## config.mk

```make
export PLATFORM = sky130hd
export DESIGN_NAME = ddslc_dev_flat
export DESIGN_NICKNAME = d
export VERILOG_FILES = /design/src/include/ddslc_pkg.sv /design/src/include/ddslc_link_if.sv /design/src/rtl/ddslc_sync.sv /design/src/rtl/ddslc_dev.sv /design/src/flat_wrapper.sv
export SDC_FILE = /design/constraint.sdc
export NUM_CORES = 1
export LEC_CHECK = 0
export ABC_CLOCK_PERIOD_IN_PS = 4540
export BUFFER_PORTS_ARGS = -buffer_cell sky130_fd_sc_hd__clkbuf_2
export CAP_MARGIN = 20
export CORE_AREA = 5 5 110 112
export CTS_CLUSTER_SIZE = 20
export DETAILED_ROUTE_END_ITERATION = 10
export DIE_AREA = 0 0 115 117
export PLACE_DENSITY_LB_ADDON = 0.3
export SYNTH_ARGS = -nofsm -noshare
export SYNTH_HDL_FRONTEND = slang
export SYNTH_SLANG_ARGS = --single-unit
```

## constraint.sdc

```tcl
create_clock -name clk -period 4.54 [get_ports clk]
set_input_delay 0.681 -clock clk [delete_from_list [all_inputs] [get_ports clk]]
set_output_delay 0.681 -clock clk [all_outputs]
set_load 0.01 [all_outputs]
```

## src/include/ddslc_pkg.sv

```systemverilog
// Shared constants and types for the dual converter serial load link.
// Assumes a single 250 MHz system clock at both ends of the link.
package ddslc_pkg;
  // Command word layout
  localparam int WORD_W       = 16;
  localparam int CODE_W       = 10;
  localparam int CNT_W        = 4;
  localparam int POS_LEAD_HI  = 15;
  localparam int POS_LEAD_LO  = 14;
  localparam int POS_MODE_HI  = 13;
  localparam int POS_MODE_LO  = 12;
  localparam int POS_CODE_MSB = 11;
  localparam int POS_CODE_LSB = 2;
  localparam logic [CNT_W-1:0]  LAST_BIT = 4'hf;
  localparam logic [CODE_W-1:0] CODE_RST = 10'h000;

  // Timing, in picoseconds, microseconds and system clock cycles
  localparam int CLK_PS        = 4000;
  localparam int SCLK_MIN_PS   = 25000;
  localparam int HALF_MIN_CYC  = (SCLK_MIN_PS / 2 + CLK_PS - 1) / CLK_PS;
  localparam int SYNC_HIGH_PS  = 10000;
  localparam int SYNC_HIGH_CYC = (SYNC_HIGH_PS + CLK_PS - 1) / CLK_PS;
  localparam int WAKE_US       = 6;
  localparam int WAKE_CYC      = WAKE_US * 1000000 / CLK_PS;

  // Host register map (byte addresses) and reset values
  localparam int ADDR_W = 4;
  localparam int DIV_W  = 8;
  localparam logic [ADDR_W-1:0] REG_CMD  = 4'h0;
  localparam logic [ADDR_W-1:0] REG_STAT = 4'h4;
  localparam logic [ADDR_W-1:0] REG_DIV  = 4'h8;
  localparam logic [DIV_W-1:0]  DIV_RST  = 8'h10;
  localparam logic [DIV_W-1:0]  DIV_MIN  = 8'h04;

  typedef enum logic [1:0] {
    MODE_LOAD     = 2'h0,
    MODE_LOAD_UPD = 2'h1,
    MODE_BOTH_UPD = 2'h2,
    MODE_PWRDN    = 2'h3
  } ddslc_mode_t;

  typedef enum logic [1:0] {
    DEV_IDLE  = 2'h0,
    DEV_SHIFT = 2'h1,
    DEV_DONE  = 2'h3
  } ddslc_dev_st_t;

  typedef enum logic [2:0] {
    H_IDLE  = 3'h0,
    H_SETUP = 3'h1,
    H_LOW   = 3'h3,
    H_HIGH  = 3'h2,
    H_TAIL  = 3'h6,
    H_GAP   = 3'h7
  } ddslc_host_st_t;
endpackage

```

## src/include/ddslc_link_if.sv

```systemverilog
// Three-wire serial link between the host end and the converter end.
// Assumes the host drives all three wires; the converter only listens.
interface ddslc_link_if;
  logic frameSelN;
  logic serClk;
  logic serData;

  modport host (
    output frameSelN,
    output serClk,
    output serData
  );

  modport dev (
    input frameSelN,
    input serClk,
    input serData
  );
endinterface

```

## src/rtl/ddslc_sync.sv

```systemverilog
// Two-stage synchroniser for a group of asynchronous levels.
// Assumes inputs may change at any time relative to clk.
module ddslc_sync #(
  parameter int W = 3
) (
  input  wire logic         clk,
  input  wire logic         sys_rst,
  input  wire logic [W-1:0] asyncIn,
  output logic      [W-1:0] syncOut
);
  logic [W-1:0] meta_q;

  // First stage feeds only the second
  always_ff @(posedge clk or posedge sys_rst) begin
    if (sys_rst) begin
      meta_q  <= '0;
      syncOut <= '0;
    end else begin
      meta_q  <= asyncIn;
      syncOut <= meta_q;
    end
  end
endmodule

```

## src/rtl/ddslc_dev.sv

```systemverilog
// Converter end: serial word capture, command decode, channel registers.
// Assumes the link wires come from another clock domain and are
// synchronised here; analog outputs are represented by codes and flags.
// Summary of operation
// - Shift data on serial clock falls while selected
// - Host opens each frame by lowering select
// - Host never lowers select on clock fall
// - Sixteenth fall captures last bit, executes command
// - Ignore clocks after sixteenth until select rises
// - Host may hold or raise select after
// - Host keeps select high minimum time between
// - Host idles select high and data low
// - Host sends zero as first bit
// - Second bit picks channel A or B
// - Two mode bits choose one of four operations
// - Last twelve bits are data, MSB first; code keeps only bits 11 to 2 as the ten-bit value
// - Channel registers hold codes 0 to 1023
// - Early select rise aborts frame, nothing changes
// - Reset clears registers, outputs zero until write
// - Mode 11 powers down both outputs
// - Lead bits choose power-down output termination
// - Power-down keeps channel register contents
// - Exit keeps old values unless frame loads
// - Serial clock at most 40 MHz
// - Wake interval from sixteenth fall, then output
//
// Decided for this implementation: the Avalon-MM register port and the register addresses.
module ddslc_dev (
  input  wire logic          clk,
  input  wire logic          sys_rst,
  ddslc_link_if.dev          link,
  output logic [9:0]         channelAOutput_q,
  output logic [9:0]         channelBOutput_q,
  output logic               powerDown_q,
  output logic               termHiZ_q,
  output logic               termPull2k5_q,
  output logic               termPull100k_q,
  output logic               frameDone_q
);
  localparam int WAKE_W = $clog2(ddslc_pkg::WAKE_CYC + 1);
  localparam logic [WAKE_W-1:0] WAKE_LAST = WAKE_W'(ddslc_pkg::WAKE_CYC);

  logic [2:0]                       linkSync;
  logic                             selN;
  logic                             sclk;
  logic                             din;
  logic                             selN_q;
  logic                             sclk_q;
  logic                             selFall;
  logic                             selRise;
  logic                             sclkFall;
  ddslc_pkg::ddslc_dev_st_t         state_q;
  logic [ddslc_pkg::CNT_W-1:0]      bitCnt_q;
  logic [ddslc_pkg::WORD_W-2:0]     shift_q;
  logic [ddslc_pkg::WORD_W-1:0]     word;
  logic                             exec;
  logic                             leadBitHi;
  logic                             leadBitLo;
  ddslc_pkg::ddslc_mode_t           mode;
  logic [ddslc_pkg::CODE_W-1:0]     code;
  logic [ddslc_pkg::CODE_W-1:0]     inA_q;
  logic [ddslc_pkg::CODE_W-1:0]     inB_q;
  logic [ddslc_pkg::CODE_W-1:0]     dacA_q;
  logic [ddslc_pkg::CODE_W-1:0]     dacB_q;
  logic [ddslc_pkg::CODE_W-1:0]     nextInA;
  logic [ddslc_pkg::CODE_W-1:0]     nextInB;
  logic                             live_q;
  logic                             waking_q;
  logic [WAKE_W-1:0]                wakeCnt_q;
  logic                             showOut;

  // Link wires cross into the system clock domain; select and clock pass
  // inverted so a cleared synchroniser reads as the idle high level
  ddslc_sync #(
    .W (3)
  ) u_sync (
    .clk     (clk),
    .sys_rst (sys_rst),
    .asyncIn ({~link.frameSelN, ~link.serClk, link.serData}),
    .syncOut (linkSync)
  );
  assign selN = ~linkSync[2];
  assign sclk = ~linkSync[1];
  assign din  = linkSync[0];

  // Edge history of synchronised select and clock
  always_ff @(posedge clk or posedge sys_rst) begin
    if (sys_rst) begin
      selN_q <= 1'b1;
      sclk_q <= 1'b1;
    end else begin
      selN_q <= selN;
      sclk_q <= sclk;
    end
  end
  assign selFall  = selN_q & ~selN;
  assign selRise  = ~selN_q & selN;
  assign sclkFall = sclk_q & ~sclk;

  // Frame state: idle, shifting, finished until select rises
  always_ff @(posedge clk or posedge sys_rst) begin
    if (sys_rst) begin
      state_q <= ddslc_pkg::DEV_IDLE;
    end else begin
      case (state_q)
        ddslc_pkg::DEV_IDLE: begin
          if (selFall) begin
            state_q <= ddslc_pkg::DEV_SHIFT;
          end
        end
        ddslc_pkg::DEV_SHIFT: begin
          if (selRise) begin
            state_q <= ddslc_pkg::DEV_IDLE;
          end else if (sclkFall && bitCnt_q == ddslc_pkg::LAST_BIT) begin
            state_q <= ddslc_pkg::DEV_DONE;
          end
        end
        ddslc_pkg::DEV_DONE: begin
          if (selRise) begin
            state_q <= ddslc_pkg::DEV_IDLE;
          end
        end
        default: begin
          state_q <= ddslc_pkg::DEV_IDLE;
        end
      endcase
    end
  end

  // Bit counter and input shift register
  always_ff @(posedge clk or posedge sys_rst) begin
    if (sys_rst) begin
      bitCnt_q <= '0;
      shift_q  <= '0;
    end else if (state_q != ddslc_pkg::DEV_SHIFT) begin
      bitCnt_q <= '0;
    end else if (sclkFall && !selRise) begin
      bitCnt_q <= bitCnt_q + 4'h1;
      shift_q  <= {shift_q[ddslc_pkg::WORD_W-3:0], din};
    end
  end

  // Decode of the completed word
  assign exec      = (state_q == ddslc_pkg::DEV_SHIFT) && sclkFall && !selRise
                     && (bitCnt_q == ddslc_pkg::LAST_BIT);
  assign word      = {shift_q, din};
  assign leadBitHi = word[ddslc_pkg::POS_LEAD_HI];
  assign leadBitLo = word[ddslc_pkg::POS_LEAD_LO];
  assign mode      = ddslc_pkg::ddslc_mode_t'(word[ddslc_pkg::POS_MODE_HI:ddslc_pkg::POS_MODE_LO]);
  assign code      = word[ddslc_pkg::POS_CODE_MSB:ddslc_pkg::POS_CODE_LSB];

  // Input register values after the command
  always_comb begin
    nextInA = inA_q;
    nextInB = inB_q;
    case (mode)
      ddslc_pkg::MODE_LOAD, ddslc_pkg::MODE_LOAD_UPD: begin
        if (leadBitLo) begin
          nextInB = code;
        end else begin
          nextInA = code;
        end
      end
      ddslc_pkg::MODE_BOTH_UPD: begin
        nextInA = code;
        nextInB = code;
      end
      default: begin
        nextInA = inA_q;
        nextInB = inB_q;
      end
    endcase
  end

  // Input and converter registers
  always_ff @(posedge clk or posedge sys_rst) begin
    if (sys_rst) begin
      inA_q  <= ddslc_pkg::CODE_RST;
      inB_q  <= ddslc_pkg::CODE_RST;
      dacA_q <= ddslc_pkg::CODE_RST;
      dacB_q <= ddslc_pkg::CODE_RST;
    end else if (exec) begin
      inA_q <= nextInA;
      inB_q <= nextInB;
      if (mode == ddslc_pkg::MODE_LOAD_UPD || mode == ddslc_pkg::MODE_BOTH_UPD) begin
        dacA_q <= nextInA;
        dacB_q <= nextInB;
      end
    end
  end

  // Power-down state and termination choice
  always_ff @(posedge clk or posedge sys_rst) begin
    if (sys_rst) begin
      powerDown_q    <= 1'b0;
      termHiZ_q      <= 1'b0;
      termPull2k5_q  <= 1'b0;
      termPull100k_q <= 1'b0;
    end else if (exec) begin
      powerDown_q    <= (mode == ddslc_pkg::MODE_PWRDN);
      termHiZ_q      <= (mode == ddslc_pkg::MODE_PWRDN) && (leadBitHi == leadBitLo);
      termPull2k5_q  <= (mode == ddslc_pkg::MODE_PWRDN) && !leadBitHi && leadBitLo;
      termPull100k_q <= (mode == ddslc_pkg::MODE_PWRDN) && leadBitHi && !leadBitLo;
    end
  end

  // Wake interval after leaving power-down
  always_ff @(posedge clk or posedge sys_rst) begin
    if (sys_rst) begin
      live_q    <= 1'b0;
      waking_q  <= 1'b0;
      wakeCnt_q <= '0;
    end else if (exec && mode == ddslc_pkg::MODE_PWRDN) begin
      live_q   <= 1'b0;
      waking_q <= 1'b0;
    end else if (exec && powerDown_q) begin
      waking_q  <= 1'b1;
      wakeCnt_q <= '0;
    end else if (exec && !waking_q) begin
      live_q <= 1'b1;
    end else if (waking_q) begin
      wakeCnt_q <= wakeCnt_q + WAKE_W'(1);
      if (wakeCnt_q == WAKE_LAST - WAKE_W'(1)) begin
        waking_q <= 1'b0;
        live_q   <= 1'b1;
      end
    end
  end

  // Outputs drop in the same cycle that power-down is flagged
  assign showOut = live_q && !(exec && mode == ddslc_pkg::MODE_PWRDN);

  // Output levels: zero until live
  always_ff @(posedge clk or posedge sys_rst) begin
    if (sys_rst) begin
      channelAOutput_q <= ddslc_pkg::CODE_RST;
      channelBOutput_q <= ddslc_pkg::CODE_RST;
      frameDone_q      <= 1'b0;
    end else begin
      channelAOutput_q <= showOut ? dacA_q : ddslc_pkg::CODE_RST;
      channelBOutput_q <= showOut ? dacB_q : ddslc_pkg::CODE_RST;
      frameDone_q      <= exec;
    end
  end
endmodule

```

## src/flat_wrapper.sv

```systemverilog
// flat-port wrapper written by rule: the top's interface ports become plain ports
module ddslc_dev_flat 
  (clk, sys_rst, channelAOutput_q, channelBOutput_q, powerDown_q, termHiZ_q, termPull2k5_q, termPull100k_q, frameDone_q, link_frameSelN, link_serClk, link_serData);
  ddslc_link_if link_i ();
  input  wire logic clk;
  input  wire logic sys_rst;
  output logic [9:0] channelAOutput_q;
  output logic [9:0] channelBOutput_q;
  output logic powerDown_q;
  output logic termHiZ_q;
  output logic termPull2k5_q;
  output logic termPull100k_q;
  output logic frameDone_q;
  input wire logic [$bits(link_i.frameSelN)-1:0] link_frameSelN;
  input wire logic [$bits(link_i.serClk)-1:0] link_serClk;
  input wire logic [$bits(link_i.serData)-1:0] link_serData;
  assign link_i.frameSelN = link_frameSelN;
  assign link_i.serClk = link_serClk;
  assign link_i.serData = link_serData;
  ddslc_dev u_core (.clk(clk), .sys_rst(sys_rst), .link(link_i), .channelAOutput_q(channelAOutput_q), .channelBOutput_q(channelBOutput_q), .powerDown_q(powerDown_q), .termHiZ_q(termHiZ_q), .termPull2k5_q(termPull2k5_q), .termPull100k_q(termPull100k_q), .frameDone_q(frameDone_q));
endmodule
```

-- Word level (Yosys, flattened, before mapping)
Index checks and enable logic that the tools add are counted.
- output and inout bits: 25
- register bits: 107
- muxes and demuxes: 26
- reduce and logical (&&, ||, !) cells: 32
- $add $sub $neg: 2
- bitwise operators: 10
- equal/unequal tests: 15
- operators by type and width (kind ; count):
    $mux W10 ; 4
    $pmux W10 S2 ; 2
    $mux W11 ; 3
    $logic_and A1 B1 Y1 ; 14
    $add A11 B1 Y11 const B ; 1
    $eq A11 B11 Y1 const B ; 1
    $mux W1 ; 10
    $ne A2 B1 Y1 const B ; 5
    $reduce_and A3 Y1 ; 3
    $mux W2 ; 4
    $mux W4 ; 2
    $not A1 Y1 ; 7
    $eq A2 B2 Y1 const B ; 3
    $ne A3 B1 Y1 const B ; 2
    $pmux W2 S3 ; 1
    $reduce_bool A3 Y1 ; 2
    $logic_not A1 Y1 ; 5
    $add A4 B1 Y4 const B ; 1
    $eq A2 B1 Y1 const B ; 2
    $eq A4 B4 Y1 const B ; 1
    $logic_not A2 Y1 ; 2
    $reduce_and A2 Y1 ; 2
    $reduce_bool A2 Y1 ; 2
    $and A1 B1 Y1 ; 3
    other kinds (3) ; 3

-- Depth between registers and ports, before layout
- depth after elaboration: 9
- mapped depth: 10
- depth with buffers taken out: 7

-- Modules after synthesis
Synthesis repeated with hierarchy kept, for this count alone.
- cell total of the unflattened synthesis: 361
- area, all modules: 4506.8 µm²
- by module, submodules not included (module ; seq. area each (µm²) ; cells each ; area each (µm²) ; times used):
    ddslc_dev ; 2529.9 ; 354 ; 4352.9 ; 1
    ddslc_sync ; 150.1 ; 7 ; 153.9 ; 1

-- Worst setup path before layout
OpenSTA, ideal clock, no wires.
- path type: register to register
- from: register u_core.bitCnt_q[0] (netlist bit)
- to: register u_core.wakeCnt_q[8]
- cell stages (with the launch flop): 10
- period minus slack after synthesis: 2.181 ns
- data required time: 4.414 ns
- setup time: 0.126 ns
- arrival: 2.055 ns
- setup slack: 2.359 ns
- cell sequence: dfrtp_1 -> ha_1 -> nand3_1 -> or4_4 -> inv_2 -> buf_6 -> a21oi_2 -> or2_1 -> buf_6 -> a221o_1
- word-level cells in the longest chain between the ends: 5
- ends and longest elaborated chain (item ; RTL line ; text):
    from (decl) ; ddslc_dev.sv:53 ; logic [ddslc_pkg::CNT_W-1:0] bitCnt_q;
    from (signal assigned) ; ddslc_dev.sv:138 ; bitCnt_q <= bitCnt_q + 4'h1;
    $eq A4 B4 Y1 (*) ; ddslc_dev.sv:145 ; && (bitCnt_q == ddslc_pkg::LAST_BIT);
    $logic_and A1 B1 Y1 (*) ; ddslc_dev.sv:145 ;
    named net u_core.exec ; ddslc_dev.sv:56 ; logic exec;
    $logic_and A1 B1 Y1, on equally long branches ; ddslc_dev.sv:219, ddslc_dev.sv:213, ddslc_dev.sv:216 ;
    $ne A2 B1 Y1 (no source line), or another cell as far along ; - ;
    $reduce_and A3 Y1 (no source line) ; - ;
    to (signal assigned) ; ddslc_dev.sv:222 ; wakeCnt_q <= wakeCnt_q + WAKE_W'(1);
    to (decl) ; ddslc_dev.sv:69 ; logic [WAKE_W-1:0] wakeCnt_q;
The timed path passes the listed nets; every way through them passes the cells marked *.
A chain may end at the register's enable or synchronous reset.

-- Final worst setup path
- from: register u_core.bitCnt_q[0] (netlist bit)
- to: register u_core.wakeCnt_q[9]
- word-level cells in the longest chain between the ends: 5
- ends and longest elaborated chain (item ; RTL line):
    $eq A4 B4 Y1 (*) ; ddslc_dev.sv:145
    $logic_and A1 B1 Y1 (*) ; ddslc_dev.sv:145
    $logic_and A1 B1 Y1, on equally long branches ; ddslc_dev.sv:219, ddslc_dev.sv:213, ddslc_dev.sv:216
    $ne A2 B1 Y1 (no source line), or another cell as far along ; -
    $reduce_and A3 Y1 (no source line) ; -
Every way passes the cells marked *; elsewhere a longest branch is shown, timed or not.

==> impl_metrics.json <==
{
  "clkSinkCount": 107,
  "pwr-share-clk_pct": 38.9,
  "p_leak_nw": 2.34,
  "reg2reg_from": "u_core.bitCnt_q[0]",
  "postSynthCellCount": 366,
  "io_pins": 30,
  "synth-seq-cells": 107,
  "initial_utilization_pct": 38.7,
  "grt_pass1_vias": 2697,
  "yosys.area.top_type": "dfrtp_1",
  "fin_crit_ns": 2.50,
  "synthArstFlopShare_pct": 100,
  "cp_max_fo": 14,
  "share_seq_of_total_power_pct": 56.0,
  "clkSlewWorstSetupHoldPaths_ns": 0.07,
  "h-tree-depth": 3,
  "gp_congestion": 0.790,
  "groute.usage.overall_pct": 12.7,
  "die_h_um": 117,
  "ys_types": 41,
  "power_frac_comb_pct": 5.1,
  "cts_made_buffers": 9,
  "p_switching_w": 0.000455,
  "slew_headroom_pct": 40.2,
  "synth.avg_cell_area_um2": 11.8,
  "reg2reg_to": "u_core.wakeCnt_q[9]",
  "grt_pass1_wl_um": 13700,
  "critPathRequiredTime_ns": 4.77,
  "path_buf_inv": 0,
  "p_per_area_nw_per_um2": 388,
  "vdd_ir_drop_max_v": 0.000218,
  "rows": 39,
  "clock.fmax_mhz": 400,
  "skew_ns": 0.0132,
  "cp-start-kind": "flip-flop",
  "grt_start_max_net_pins": 77,
  "fin_crit_sh_pct": 55.0,
  "reg2regPathDepth": 6,
  "gr-total-overflow": 0,
  "critPathLaunch": "u_core.bitCnt_q[0]",
  "switching_share_pct": 24.2,
  "max_cap_viol_count": 0,
  "rsz0062_at_grt": "no",
  "syn-cell-area_um2": 4300,
  "drt_iter0_markers": 141,
  "slew_viol_final": 0,
  "worstSetupEndpointType": "flip-flop",
  "worstPathCellList": "ha_1 > nand3_1 > or4_4 > o21ai_0 > nor4_1 > a221o_1",
  "placed_area_um2": 4560,
  "slowest_stage": "o21ai_0",
  "antenna_left": 0,
  "fin_util_pct": 43.7,
  "synth_area_leaders": "dfrtp_1 61%, a22o_1 4.5%, a22oi_1 3.5%",
  "dieArea_um2": 13500,
  "wire_per_inst_um": 14.6,
  "min-delay-path-class": "reg -> reg",
  "syn_to_final_growth_pct": 13.0,
  "multi_input_area_um2": 1500,
  "antenna_cells": 0,
  "worst_slew_pin_slew_ns": 0.894,
  "finalSetupViolCount": 0,
  "portBuffers": 29,
  "cp.arrival_ns": 2.72,
  "setup-tns-final_ns": 0,
  "drt_first_pass_iters": 4,
  "drive_above_1_share_pct": 18.7,
  "post_cts_buffers": 0,
  "dp_hpwl_um": 5250,
  "coreArea_um2": 11100,
  "drc_errors": 0,
  "clk_latency_ns": 0.35,
  "synth-edff-count": 0,
  "wirelength_um": 7860,
  "endpoint": "u_core.wakeCnt_q[9]",
  "cts_tree": "done",
  "cts-root-buf": "clkbuf_16",
  "synth_fp_nets": 378,
  "synth_flop_cell": "dfrtp_1",
  "synth_common_cells": "105 x dfrtp_1, 40 x nor2_1, 28 x a21oi_1, 22 x a22o_1, 22 x and2_1",
  "ff2ff_setup_slack_ns": 2.04,
  "grt_antenna_before_repair": 0,
  "fin_area_um2": 4860,
  "path_depth": 6,
  "p_int_w": 0.00143,
  "die_width_um": 115,
  "clockBufferDepth": 2,
  "fill_cells": 1059,
  "via_per_inst": 5.02,
  "seq_area_frac_synth_pct": 62.3,
  "holdBufCountCts": 0,
  "crit_path_max_incr_delay_ns": 0.68,
  "status": "finished, final reports clean",
  "seq_area_um2": 2680,
  "fin_nets": 403,
  "crit_type": "reg -> reg",
  "synthMostInstantiatedCell": "dfrtp_1",
  "cp_top_family": "compound AO/OA/AOI/OAI gates",
  "ys_warn_count": 0,
  "synth_top_area_share_pct": 61.1,
  "final-hold-violation-count": 0,
  "vias": 2707,
  "ctsResizeCount": 0
}
worst reg2reg max path, delay by kind of cell, from the launching register on:
| family | cells | cell delay [ns] |
|---|---|---|
| AO/OA/AOI/OAI | 2 | 0.97 |
| adder cells (fa/ha/maj) | 1 | 0.18 |
| AND/OR/NAND/NOR | 3 | 0.85 |
| flip-flops | 1 | 0.39 |
cell usage in the layout (no fill, tap or decap), types with 4 or more instances in the layout:
master     count
dfrtp_1      105
nor2_1        40
clkbuf_2      29
a21oi_1       28
a22o_1        22
and2_1        22
a22oi_1       20
nand2_1       17
mux2_2        13
o21ai_0       10
clkbuf_16     10
inv_1          8
ha_1           7
nand3_1        6
xnor2_1        5
or2_2          4
nand4_1        4
final cells by class:
| cell class | count | share of cell area [%] |
|---|---|---|
| sequential | 107 | 55.1 |
| clock buffer | 10 | 4.92 |
| timing repair buffer | 32 | 3.81 |
| clock inverter | 6 | 0.849 |
| multi-input combinational | 231 | 30.8 |
| inverter | 10 | 0.824 |
| tap | 143 | 3.68 |
kinds of logic (layout without fill, tap and decap cells):
kind of cell | Yosys count | in the layout | share of synthesized area, %
AOI/OAI and AO/OA | 95 | 95 | 15.3
xor gates and xnor gates | 7 | 7 | 1.42
adders and majority gates | 7 | 7 | 2.04
buffers and inverters | 28 | 58 | 2.94
DFF | 107 | 107 | 62.3
muxes | 13 | 13 | 3.40
and+or+nand+nor | 109 | 109 | 12.6
state kept, by name (all words and copies together) (netlist names), 10 cells and up:
| name | count |
|---|---|
| u_core.inB_q | 10 |
| u_core.channelBOutput_q | 10 |
| u_core.wakeCnt_q | 11 |
| u_core.channelAOutput_q | 10 |
| u_core.shift_q | 15 |
| u_core.dacA_q | 10 |
| u_core.dacB_q | 10 |
| u_core.inA_q | 10 |
worst min path at each step:
stage                                to  cells after the start  slack, ns               startpoint
6_report       u_core.u_sync.syncOut[2]                      0       0.35  u_core.u_sync.meta_q[2]
5_1_grt        u_core.u_sync.syncOut[1]                      0       0.37  u_core.u_sync.meta_q[1]
4_1_cts        u_core.u_sync.syncOut[1]                      0       0.35  u_core.u_sync.meta_q[1]
3_5_place_dp   u_core.u_sync.syncOut[1]                      0       0.34  u_core.u_sync.meta_q[1]
3_3_place_gp   u_core.u_sync.syncOut[1]                      0       0.33  u_core.u_sync.meta_q[1]
2_1_floorplan  u_core.u_sync.syncOut[0]                      0       0.33  u_core.u_sync.meta_q[0]
power by group through the flow:
stage | clock, W | sequential, W | combinational [W]
final | 0.000733 | 0.00105 | 0.0000969
after global routing | 0.000787 | 0.00106 | 0.000114
after CTS | 0.000752 | 0.00105 | 0.0000992
after detailed placement | 0 | 0.00107 | 0.0000986
after global placement | 0 | 0.00107 | 0.0000967
after floorplan | 0 | 0.00105 | 0.0000793
through the flow:
step           cells  power (W)  hold WS [ns]  setup slack (ns)
3_3_place_gp     522    0.00117         0.333              1.86
6_report         539    0.00188         0.355              2.04
4_1_cts          538    0.00190         0.355              1.66
3_5_place_dp     522    0.00117         0.339              1.67
5_1_grt          539    0.00196         0.372              1.77
2_1_floorplan    366    0.00113         0.331              1.05
per-layer routing:
metal	track usage, %	part of all wire, %	vias to the layer above
li1	-	-	1334
met1	19.0	51	1317
met2	17.8	43	46
met3	2.88	4.1	10
met4	5.40	1.9	0
met5	0	0	-
No activity file was read; power rests on OpenSTA's default activity.
